==> src/verilog/sfr_map_pkg.sv <==
// Constants, layouts and carrier types of the SFR address extension map
package sfr_map_pkg;

  // ----------------------------------------------------------------
  // Bus widths and direct range
  // ----------------------------------------------------------------
  localparam int DATA_W = 8;
  localparam int ADDR_W = 8;
  localparam logic [7:0] SFR_BASE = 8'h80;
  localparam logic [7:0] SFR_LAST = 8'hff;

  // ----------------------------------------------------------------
  // System control register
  // ----------------------------------------------------------------
  localparam logic [7:0] SYSCON_OFF = 8'h8f;
  localparam logic [7:0] SYSCON_RESET = 8'h04;
  localparam int MAP_SELECT_BIT = 0;
  localparam int KEEP_ONE_BIT = 2;
  localparam logic [7:0] SYSCON_RW_MASK = 8'h05;

  // ----------------------------------------------------------------
  // Port page register
  // ----------------------------------------------------------------
  localparam logic [7:0] PAGE_OFF = 8'hb2;
  localparam logic [2:0] PAGE_RESET = 3'h0;
  localparam int PAGE_LSB = 0;
  localparam int SLOT_LSB = 3;
  localparam int OP_LSB = 6;
  localparam int SLOT_COUNT = 4;
  localparam logic [1:0] OP_STORE = 2'h2;
  localparam logic [1:0] OP_RESTORE = 2'h3;

  // ----------------------------------------------------------------
  // Port register table: data/direction on page 0, pulls on page 1
  // ----------------------------------------------------------------
  localparam int PORT_REG_COUNT = 12;
  localparam logic [7:0] PORT_OFFSET [PORT_REG_COUNT] = '{
    8'h80, 8'h86, 8'h90, 8'h91, 8'ha0, 8'ha1, 8'hb0, 8'hb1,
    8'h80, 8'h86, 8'h90, 8'h91};
  localparam logic [2:0] PORT_PAGE_OF [PORT_REG_COUNT] = '{
    3'h0, 3'h0, 3'h0, 3'h0, 3'h0, 3'h0, 3'h0, 3'h0,
    3'h1, 3'h1, 3'h1, 3'h1};
  localparam logic [7:0] PORT_MASK [PORT_REG_COUNT] = '{
    8'h3f, 8'h3f, 8'h03, 8'h03, 8'h87, 8'h87, 8'h03, 8'h03,
    8'h3f, 8'h3f, 8'h03, 8'h03};
  localparam logic [7:0] PORT_FILL [PORT_REG_COUNT] = '{
    8'h00, 8'h00, 8'h00, 8'h00, 8'h00, 8'h00, 8'h00, 8'h00,
    8'hc0, 8'hc0, 8'hfc, 8'hfc};
  localparam logic [7:0] PORT_RESET [PORT_REG_COUNT] = '{
    8'h00, 8'h00, 8'h00, 8'h00, 8'h00, 8'h00, 8'h00, 8'h00,
    8'hff, 8'hc4, 8'hff, 8'hff};

  // ----------------------------------------------------------------
  // Watchdog group, mapped area
  // ----------------------------------------------------------------
  localparam logic [7:0] WDT_CTRL_OFF = 8'hbb;
  localparam logic [7:0] WDT_RELOAD_OFF = 8'hbc;
  localparam logic [7:0] WDT_WINDOW_OFF = 8'hbd;
  localparam logic [7:0] WDT_CNT_LO_OFF = 8'hbe;
  localparam logic [7:0] WDT_CNT_HI_OFF = 8'hbf;
  localparam logic [7:0] WDT_CTRL_RESET = 8'h00;
  localparam logic [7:0] WDT_RELOAD_RESET = 8'h00;
  localparam logic [7:0] WDT_WINDOW_RESET = 8'h00;
  localparam int WDT_PRESCALE_BIT = 0;
  localparam int WDT_REFRESH_BIT = 1;
  localparam int WDT_ENABLE_BIT = 2;
  localparam int WDT_PREWARN_BIT = 4;

  // ----------------------------------------------------------------
  // Monitor and breakpoint registers
  // ----------------------------------------------------------------
  localparam logic [7:0] MON_CTRL_OFF = 8'hf4;
  localparam logic [7:0] MON_DATA_OFF = 8'hf5;
  localparam logic [7:0] BP_SEL_OFF = 8'hf6;
  localparam logic [7:0] BP_DATA_OFF = 8'hf7;
  localparam logic [7:0] MON_CTRL_RESET = 8'h00;
  localparam logic [7:0] BP_SEL_RESET = 8'h00;
  localparam logic [7:0] BP_DATA_RESET = 8'h00;
  localparam logic [7:0] MON_PLAIN_MASK = 8'he0;
  localparam int MON_STATUS_BIT = 4;
  localparam int MON_UIE_GUARD_BIT = 3;
  localparam int MON_UIE_BIT = 2;
  localparam int MON_RIE_GUARD_BIT = 1;
  localparam int MON_RIE_BIT = 0;
  localparam int BP_SEL_GUARD_BIT = 3;
  localparam logic [7:0] BP_SEL_MASK = 8'h07;
  localparam logic [7:0] FULL_MASK = 8'hff;
  localparam logic [7:0] NO_FILL = 8'h00;

  // ----------------------------------------------------------------
  // Carrier types
  // ----------------------------------------------------------------
  typedef struct packed {
    logic [7:0] addr;
    logic [7:0] wdata;
    logic wr;
    logic rd;
  } sfr_req_s;

  typedef struct packed {
    logic enable;
    logic prescale;
    logic [7:0] reload;
    logic [7:0] window;
  } wdt_cfg_s;

endpackage : sfr_map_pkg

==> src/verilog/sfr_address_extension_map.sv <==
// SFR decoder and register map with area mapping and port paging
//
// Behaviour
// - Only direct addresses 80h to FFh are decoded as SFRs.
// - Every core register but the program counter is reachable in the SFR range.
// - A standard and a mapped area each span 80h to FFh, giving 256 locations.
// - Area choice comes only from the map-select bit in the control register at 8Fh.
// - Map-select bit 0 at 1 reaches the mapped area, at 0 the standard area.
// - Control bit 2 reads back as last written and software writes it as 1.
// - Control bits 1 and 7 to 3 read as zero and software writes zeros there.
// - Watchdog registers at BBh to BFh answer only while map-select is 1.
// - Port registers answer only while map-select is 0.
// - The page register at B2h picks data/direction on page 0, pulls on page 1.
`timescale 1ns/10ps
`default_nettype none
module sfr_address_extension_map
  import sfr_map_pkg::*;
(
  input wire logic CLOCK,
  input wire logic RST,
  input wire sfr_req_s SFR_REQ,
  input wire logic EXT_HIT,
  input wire logic [7:0] EXT_RDATA,
  input wire logic [15:0] WDT_COUNT,
  input wire logic WDT_PREWARN,
  input wire logic MON_STATUS_SEL,
  input wire logic [7:0] MON_RX_DATA,
  output logic [7:0] SFR_RDATA,
  output logic SFR_MAP_SELECT,
  output logic [PORT_REG_COUNT*8-1:0] PORT_REGS,
  output wdt_cfg_s WDT_CFG,
  output logic WDT_REFRESH,
  output logic [7:0] MON_CONTROL,
  output logic [7:0] BP_SELECT,
  output logic [7:0] BP_DATA
);

  // ----------------------------------------------------------------
  // Decode helpers
  // ----------------------------------------------------------------
  function automatic logic area_hit(
    input logic [7:0] addr,
    input logic [7:0] offset,
    input logic map_now,
    input logic map_want
  );
    logic in_range;
    in_range = (addr >= SFR_BASE) && (addr <= SFR_LAST);
    return in_range && (addr == offset) && (map_now == map_want);
  endfunction : area_hit

  function automatic logic any_hit(input logic [7:0] addr, input logic [7:0] offset);
    return (addr >= SFR_BASE) && (addr == offset);
  endfunction : any_hit

  // ----------------------------------------------------------------
  // State
  // ----------------------------------------------------------------
  logic [7:0] syscon_reg;
  logic [2:0] page_reg;
  logic [2:0] page_next;
  logic [2:0] slot_reg [SLOT_COUNT];
  logic wdt_enable_reg;
  logic wdt_prescale_reg;
  logic wdt_refresh_reg;
  logic [7:0] mon_ctrl_reg;
  logic [7:0] bp_sel_reg;
  logic [7:0] rdata_reg;

  logic map_sel;
  logic [7:0] addr;
  logic [7:0] wdata;
  logic wr;
  logic [1:0] page_op;
  logic [1:0] page_slot;

  assign addr = SFR_REQ.addr;
  assign wdata = SFR_REQ.wdata;
  assign wr = SFR_REQ.wr;
  assign map_sel = syscon_reg[MAP_SELECT_BIT];
  assign page_op = wdata[OP_LSB +: 2];
  assign page_slot = wdata[SLOT_LSB +: 2];

  // ----------------------------------------------------------------
  // Address decode
  // ----------------------------------------------------------------
  logic sel_syscon;
  logic sel_page;
  logic sel_wdt_ctrl;
  logic sel_wdt_reload;
  logic sel_wdt_window;
  logic sel_wdt_lo;
  logic sel_wdt_hi;
  logic sel_mon_ctrl;
  logic sel_mon_data;
  logic sel_bp_sel;
  logic sel_bp_data;
  logic [PORT_REG_COUNT-1:0] sel_port;

  // Control register answers in both areas so the map can be switched back
  assign sel_syscon = any_hit(addr, SYSCON_OFF);
  assign sel_page = area_hit(addr, PAGE_OFF, map_sel, 1'b0);
  assign sel_wdt_ctrl = area_hit(addr, WDT_CTRL_OFF, map_sel, 1'b1);
  assign sel_wdt_reload = area_hit(addr, WDT_RELOAD_OFF, map_sel, 1'b1);
  assign sel_wdt_window = area_hit(addr, WDT_WINDOW_OFF, map_sel, 1'b1);
  assign sel_wdt_lo = area_hit(addr, WDT_CNT_LO_OFF, map_sel, 1'b1);
  assign sel_wdt_hi = area_hit(addr, WDT_CNT_HI_OFF, map_sel, 1'b1);
  assign sel_mon_ctrl = any_hit(addr, MON_CTRL_OFF);
  assign sel_mon_data = any_hit(addr, MON_DATA_OFF);
  assign sel_bp_sel = any_hit(addr, BP_SEL_OFF);
  assign sel_bp_data = any_hit(addr, BP_DATA_OFF);

  always_comb begin
    for (int i = 0; i < PORT_REG_COUNT; i++) begin
      sel_port[i] = area_hit(addr, PORT_OFFSET[i], map_sel, 1'b0) &&
                    (page_reg == PORT_PAGE_OF[i]);
    end
  end

  // ----------------------------------------------------------------
  // System control register
  // ----------------------------------------------------------------
  always_ff @(posedge CLOCK) begin
    if (RST) begin
      syscon_reg <= SYSCON_RESET;
    end else if (wr && sel_syscon) begin
      syscon_reg <= wdata & SYSCON_RW_MASK;
    end
  end

  // ----------------------------------------------------------------
  // Port page with save and restore slots
  // ----------------------------------------------------------------
  always_comb begin
    page_next = page_reg;
    if (wr && sel_page) begin
      if (page_op == OP_RESTORE) begin
        page_next = slot_reg[page_slot];
      end else begin
        page_next = wdata[PAGE_LSB +: 3];
      end
    end
  end

  always_ff @(posedge CLOCK) begin
    if (RST) begin
      page_reg <= PAGE_RESET;
    end else begin
      page_reg <= page_next;
    end
  end

  always_ff @(posedge CLOCK) begin
    if (RST) begin
      for (int s = 0; s < SLOT_COUNT; s++) begin
        slot_reg[s] <= PAGE_RESET;
      end
    end else if (wr && sel_page && page_op == OP_STORE) begin
      slot_reg[page_slot] <= page_reg;
    end
  end

  // ----------------------------------------------------------------
  // Port data, direction and pull registers
  // ----------------------------------------------------------------
  logic [7:0] port_value [PORT_REG_COUNT];

  for (genvar g = 0; g < PORT_REG_COUNT; g++) begin : g_port
    sfr_byte_reg #(
      .RESET_VALUE(PORT_RESET[g]),
      .WRITE_MASK(PORT_MASK[g]),
      .FILL(PORT_FILL[g])
    ) u_port_reg (
      .CLOCK(CLOCK),
      .RST(RST),
      .WR(wr && sel_port[g]),
      .WDATA(wdata),
      .VALUE(port_value[g])
    );
    assign PORT_REGS[g*8 +: 8] = port_value[g];
  end

  // ----------------------------------------------------------------
  // Watchdog control, reload and window
  // ----------------------------------------------------------------
  logic [7:0] wdt_reload_value;
  logic [7:0] wdt_window_value;
  logic [7:0] wdt_ctrl_value;

  always_ff @(posedge CLOCK) begin
    if (RST) begin
      wdt_enable_reg <= WDT_CTRL_RESET[WDT_ENABLE_BIT];
      wdt_prescale_reg <= WDT_CTRL_RESET[WDT_PRESCALE_BIT];
    end else if (wr && sel_wdt_ctrl) begin
      wdt_enable_reg <= wdata[WDT_ENABLE_BIT];
      wdt_prescale_reg <= wdata[WDT_PRESCALE_BIT];
    end
  end

  // Refresh request is a one-cycle strobe that clears itself
  always_ff @(posedge CLOCK) begin
    if (RST) begin
      wdt_refresh_reg <= WDT_CTRL_RESET[WDT_REFRESH_BIT];
    end else begin
      wdt_refresh_reg <= wr && sel_wdt_ctrl && wdata[WDT_REFRESH_BIT];
    end
  end

  sfr_byte_reg #(
    .RESET_VALUE(WDT_RELOAD_RESET),
    .WRITE_MASK(FULL_MASK),
    .FILL(NO_FILL)
  ) u_wdt_reload (
    .CLOCK(CLOCK),
    .RST(RST),
    .WR(wr && sel_wdt_reload),
    .WDATA(wdata),
    .VALUE(wdt_reload_value)
  );

  sfr_byte_reg #(
    .RESET_VALUE(WDT_WINDOW_RESET),
    .WRITE_MASK(FULL_MASK),
    .FILL(NO_FILL)
  ) u_wdt_window (
    .CLOCK(CLOCK),
    .RST(RST),
    .WR(wr && sel_wdt_window),
    .WDATA(wdata),
    .VALUE(wdt_window_value)
  );

  always_comb begin
    wdt_ctrl_value = 8'h00;
    wdt_ctrl_value[WDT_PRESCALE_BIT] = wdt_prescale_reg;
    wdt_ctrl_value[WDT_REFRESH_BIT] = wdt_refresh_reg;
    wdt_ctrl_value[WDT_ENABLE_BIT] = wdt_enable_reg;
    wdt_ctrl_value[WDT_PREWARN_BIT] = WDT_PREWARN;
  end

  // ----------------------------------------------------------------
  // Monitor control with guarded enables
  // ----------------------------------------------------------------
  logic [7:0] mon_ctrl_value;
  logic [7:0] bp_data_value;

  always_ff @(posedge CLOCK) begin
    if (RST) begin
      mon_ctrl_reg <= MON_CTRL_RESET;
    end else if (wr && sel_mon_ctrl) begin
      mon_ctrl_reg <= (mon_ctrl_reg & ~MON_PLAIN_MASK) | (wdata & MON_PLAIN_MASK);
      if (wdata[MON_UIE_GUARD_BIT]) begin
        mon_ctrl_reg[MON_UIE_BIT] <= wdata[MON_UIE_BIT];
      end
      if (wdata[MON_RIE_GUARD_BIT]) begin
        mon_ctrl_reg[MON_RIE_BIT] <= wdata[MON_RIE_BIT];
      end
    end
  end

  always_comb begin
    mon_ctrl_value = mon_ctrl_reg & (MON_PLAIN_MASK | 8'h05);
    mon_ctrl_value[MON_STATUS_BIT] = MON_STATUS_SEL;
  end

  // ----------------------------------------------------------------
  // Breakpoint select and data
  // ----------------------------------------------------------------
  always_ff @(posedge CLOCK) begin
    if (RST) begin
      bp_sel_reg <= BP_SEL_RESET;
    end else if (wr && sel_bp_sel && wdata[BP_SEL_GUARD_BIT]) begin
      bp_sel_reg <= wdata & BP_SEL_MASK;
    end
  end

  sfr_byte_reg #(
    .RESET_VALUE(BP_DATA_RESET),
    .WRITE_MASK(FULL_MASK),
    .FILL(NO_FILL)
  ) u_bp_data (
    .CLOCK(CLOCK),
    .RST(RST),
    .WR(wr && sel_bp_data),
    .WDATA(wdata),
    .VALUE(bp_data_value)
  );

  // ----------------------------------------------------------------
  // Read multiplexer
  // ----------------------------------------------------------------
  logic [7:0] read_value;
  logic own_hit;

  always_comb begin
    read_value = 8'h00;
    own_hit = 1'b1;
    if (sel_syscon) begin
      read_value = syscon_reg & SYSCON_RW_MASK;
    end else if (sel_page) begin
      read_value = {5'h00, page_reg};
    end else if (sel_wdt_ctrl) begin
      read_value = wdt_ctrl_value;
    end else if (sel_wdt_reload) begin
      read_value = wdt_reload_value;
    end else if (sel_wdt_window) begin
      read_value = wdt_window_value;
    end else if (sel_wdt_lo) begin
      read_value = WDT_COUNT[7:0];
    end else if (sel_wdt_hi) begin
      read_value = WDT_COUNT[15:8];
    end else if (sel_mon_ctrl) begin
      read_value = mon_ctrl_value;
    end else if (sel_mon_data) begin
      read_value = MON_RX_DATA;
    end else if (sel_bp_sel) begin
      read_value = bp_sel_reg & BP_SEL_MASK;
    end else if (sel_bp_data) begin
      read_value = bp_data_value;
    end else if (|sel_port) begin
      for (int i = 0; i < PORT_REG_COUNT; i++) begin
        if (sel_port[i]) begin
          read_value = port_value[i];
        end
      end
    end else begin
      own_hit = 1'b0;
    end
  end

  // Core registers live in the core; their data joins here
  always_ff @(posedge CLOCK) begin
    if (RST) begin
      rdata_reg <= 8'h00;
    end else if (SFR_REQ.rd) begin
      if (own_hit) begin
        rdata_reg <= read_value;
      end else if (EXT_HIT && addr >= SFR_BASE) begin
        rdata_reg <= EXT_RDATA;
      end else begin
        rdata_reg <= 8'h00;
      end
    end
  end

  // ----------------------------------------------------------------
  // Outputs
  // ----------------------------------------------------------------
  assign SFR_RDATA = rdata_reg;
  assign SFR_MAP_SELECT = map_sel;
  assign WDT_CFG.enable = wdt_enable_reg;
  assign WDT_CFG.prescale = wdt_prescale_reg;
  assign WDT_CFG.reload = wdt_reload_value;
  assign WDT_CFG.window = wdt_window_value;
  assign WDT_REFRESH = wdt_refresh_reg;
  assign MON_CONTROL = mon_ctrl_value;
  assign BP_SELECT = bp_sel_reg & BP_SEL_MASK;
  assign BP_DATA = bp_data_value;

endmodule : sfr_address_extension_map
`default_nettype wire

==> src/verilog/sfr_byte_reg.sv <==
// One byte-wide SFR with writable mask and constant read bits
`timescale 1ns/10ps
`default_nettype none
module sfr_byte_reg
  import sfr_map_pkg::*;
#(
  parameter logic [7:0] RESET_VALUE = 8'h00,
  parameter logic [7:0] WRITE_MASK = 8'hff,
  parameter logic [7:0] FILL = 8'h00
) (
  input wire logic CLOCK,
  input wire logic RST,
  input wire logic WR,
  input wire logic [7:0] WDATA,
  output logic [7:0] VALUE
);

  logic [7:0] store_reg;

  always_ff @(posedge CLOCK) begin
    if (RST) begin
      store_reg <= RESET_VALUE & WRITE_MASK;
    end else if (WR) begin
      store_reg <= WDATA & WRITE_MASK;
    end
  end

  // Unimplemented bits read as their fixed level
  assign VALUE = (store_reg & WRITE_MASK) | (FILL & ~WRITE_MASK);

endmodule : sfr_byte_reg
`default_nettype wire

==> config.mk <==
export PLATFORM = sky130hd
export DESIGN_NAME = sfr_address_extension_map
export DESIGN_NICKNAME = d
export VERILOG_FILES = /design/src/verilog/sfr_map_pkg.sv /design/src/verilog/sfr_address_extension_map.sv /design/src/verilog/sfr_byte_reg.sv
export SDC_FILE = /design/constraint.sdc
export NUM_CORES = 1
export LEC_CHECK = 0
export BUFFER_PORTS_ARGS = -buffer_cell sky130_fd_sc_hd__buf_2
export CELL_PAD_IN_SITES_DETAIL_PLACEMENT = 0
export CELL_PAD_IN_SITES_GLOBAL_PLACEMENT = 1
export CORE_MARGIN = 1.5
export CORE_UTILIZATION = 37
export DETAILED_ROUTE_END_ITERATION = 8
export PLACE_DENSITY = 0.9
export SLEW_MARGIN = 20
export SYNTH_ARGS = -nofsm -noshare
export SYNTH_HDL_FRONTEND = slang
export SYNTH_SLANG_ARGS = --single-unit
==> constraint.sdc <==
create_clock -name CLOCK -period 3.9 [get_ports CLOCK]
set_clock_uncertainty 0.15 [all_clocks]
set_input_delay 0.78 -clock CLOCK [delete_from_list [all_inputs] [get_ports CLOCK]]
set_output_delay 0.78 -clock CLOCK [all_outputs]
set_load 0.05 [all_outputs]
==> impl_metrics.py <==
metrics = {
    "outcome": {
        "status": "complete, no violations",
    },
    "synthesis": {
        "seq_area_frac_synth": 0.359,
        "netlist.area_leader.share": 0.300,
        "yosysWarnings": 0,
        "async_flop_share": 0,
        "synth-seq-cells": 104,
        "synthAdderAreaFrac": 0,
        "yosysTopAreaCell": "dfxtp_1",
        "syn_area_um2": 6130,
        "synthTopCellsByArea": "dfxtp_1 (30%), buf_4 (7.6%), mux2i_1 (7.0%), edfxtp_1 (5.9%), nand2_1 (5.2%)",
        "yosysUniqueCellTypes": 83,
        "synth_mux_area_frac": 0.0996,
        "synthSimpleGateAreaFrac": 0.234,
        "synth_top_family_by_area": "simple AND/OR/NAND/NOR gates",
        "avgSynthCellArea_um2": 8.39,
        "synth_edf_count": 12,
        "synthCells": 731,
        "synth_top_flop_cell": "dfxtp_1",
        "synth_xor_area_frac": 0.00143,
        "synth_compound_area_frac": 0.182,
    },
    "power_and_ir_drop": {
        "p_seq_frac": 0.477,
        "p_sw_frac": 0.294,
        "power.density_nw_per_um2": 326,
        "p_leak_uw": 0.00314,
        "comb_power_share": 0.152,
        "pwr-share-clk": 0.372,
        "vdd_drop_max_mv": 0.210,
        "intPower_uw": 1620,
        "p_sw_uw": 675,
    },
    "final_layout": {
        "seq_area_um2": 2200,
        "largest_reg_flops": 44,
        "nNetsFinal": 898,
        "instances_no_fill": 1063,
        "final_common_cell": "buf_2",
        "multi_input_area_um2": 3400,
        "area_delta_synth_final_pct": 14.8,
        "drive_gt1_frac": 0.246,
        "fillers": 1670,
        "final_cell_mix": "buf_2 (143), dfxtp_1 (92), nand2_1 (85)",
    },
    "cts": {
        "insertion_delay_ns": 0.36,
        "clkSinkCount": 104,
        "cts_setup_buffers": 0,
        "clock_path_buffers": 2,
        "cts.htree.levels": 3,
        "cts-root-buf": "clkbuf_16",
        "numCtsBuffers": 9,
        "cts_resized": 0,
        "cts_tree": "done",
        "hold_buffers": 0,
        "clk_pin_slew_worst_paths_ns": 0.07,
    },
    "worst_setup_path": {
        "timing.rr.start": "syscon_reg[0]",
        "reg2reg_slack_ns": 1.01,
        "arrival_ns": 3.00,
        "critPathRequiredTime_ns": 3.83,
        "startpoint_type": "input pin",
        "critical_path_class": "input pin to register",
        "regToRegEndpoint": "SFR_RDATA[1]",
        "crit_fanout": 20,
        "end_kind": "register",
        "reg2reg_depth": 7,
    },
    "placed_design": {
        "io_buffers": 143,
        "place_congestion": 0.928,
        "dp_cells": 1048,
        "pre_cts_slack_ns": 0.489,
        "place_hpwl_mm": 15.1,
    },
    "detailed_routing": {
        "drtPass1Iterations": 5,
        "avgViaCountPerCell": 5.50,
        "wl_mm": 20.2,
        "drc_errors": 0,
        "drt_iter0_drc": 487,
        "drtAntennaViolNets": 0,
        "vias": 5849,
        "wl_per_cell_um": 19.0,
    },
    "sta": {
        "fmax_ghz": 0.326,
        "rsz0062_at_grt": "no",
        "timing.final.ws_setup_ns": 0.828,
        "timing.final.crit_share": 0.788,
        "finalSetupViolCount": 0,
        "relSlewSlack": 0.525,
        "hold_viol": 0,
        "worst_pin_slew_ns": 0.706,
        "tns_ns": 0,
        "drv_slew": 0,
        "min_period_ns": 3.07,
    },
    "min_path": {
        "min_path_type": "register to register",
        "hold_path_depth": 2,
        "min_to": "u_wdt_window.VALUE[7]",
        "min-delay-start": "u_wdt_window.VALUE[7]",
    },
    "grt": {
        "grt_pass1_wl_mm": 30.6,
        "grt_usage": 0.228,
        "grt_start_max_net_pins": 51,
        "gr-total-overflow": 0,
        "antenna_found_initial": 1,
        "grt_pass1_vias": 5251,
    },
    "floorplanning": {
        "die_h_um": 132,
        "die_w_um": 132,
        "row_count": 46,
        "dieArea_um2": 17400,
        "initial_core_util": 0.382,
        "core_area_um2": 16100,
        "pin_count": 203,
    },
    "flow_run": {
        "cap_violations": 0,
    },
}
power by group through the flow:
stage,sequential [µW],combinational [µW],clock (µW)
6_report,1090,348,853
3_5_place_dp,1120,342,0
5_1_grt,1090,364,902
4_1_cts,1090,342,866
2_1_floorplan,1130,294,0
3_3_place_gp,1120,342,0
synth_stat cells (11+ instances only):
library cell / count
dfxtp_1: 92
nand2_1: 85
buf_4: 62
nor2_1: 61
a21oi_1: 55
mux2i_1: 43
clkbuf_1: 35
nand3_1: 34
and3_1: 15
inv_1: 14
o21ai_0: 14
edfxtp_1: 12
a211o_1: 11
buf_2: 11
area by class of cell:
class	instances	share of cell area
Multi-Input combinational cell	554	0.483
Sequential cell	104	0.313
Timing Repair Buffer	159	0.119
Tap cell	216	0.0384
Clock buffer	12	0.0364
Inverter	15	0.00800
Clock inverter	2	0.00231
Antenna cell	1	0.000355
critical path, stage by stage:
cell     delay (ns)
buf_2          0.24
or3_1          0.58
nor4_4         0.28
nand2_2        0.16
nor3b_2        0.26
and2b_1        0.27
nor3b_2        0.25
or2_2          0.17
metrics by stage:
stage | area, µm² | utilization | power [µW] | hold slack [ns]
final | 7040 | 0.438 | 2290 | 0.318
after global routing | 7040 | 0.438 | 2360 | 0.350
after CTS | 7040 | 0.438 | 2300 | 0.318
after detailed placement | 6770 | 0.421 | 1460 | 0.309
after global placement | 6770 | 0.421 | 1460 | 0.305
after floorplan | 6350 | - | 1430 | 0.286
cell families (layout without fill, tap and decap cells):
group / Yosys count / after routing
compound gates: 162 / 162
xor+xnor: 1 / 1
buf+inv: 130 / 188
flops: 104 / 104
mux: 54 / 54
other cells: 2 / 60
simple gates: 278 / 278
routing by layer:
layer,vias up,track usage,routed length [µm]
met2,298,0.359,9210
met4,0,0.0827,493
met3,32,0.0427,1790
met5,-,0,0
met1,2784,0.313,8760
li1,2735,-,-
worst max-delay path by stage:
stage	from	endpoint	slack, ns	cells past startpoint
finish	SFR_REQ[10]	slot_reg[0][0]	0.83	8
global placement	SFR_REQ[10]	SFR_RDATA[4]	0.56	9
CTS	SFR_REQ[10]	slot_reg[0][0]	0.86	8
global route	SFR_REQ[10]	slot_reg[0][0]	0.66	8
detailed placement	SFR_REQ[10]	slot_reg[0][2]	0.49	8
floorplan	SFR_REQ[10]	slot_reg[0][0]	0.89	9
Note: power is estimated with default switching activity, not from simulation.
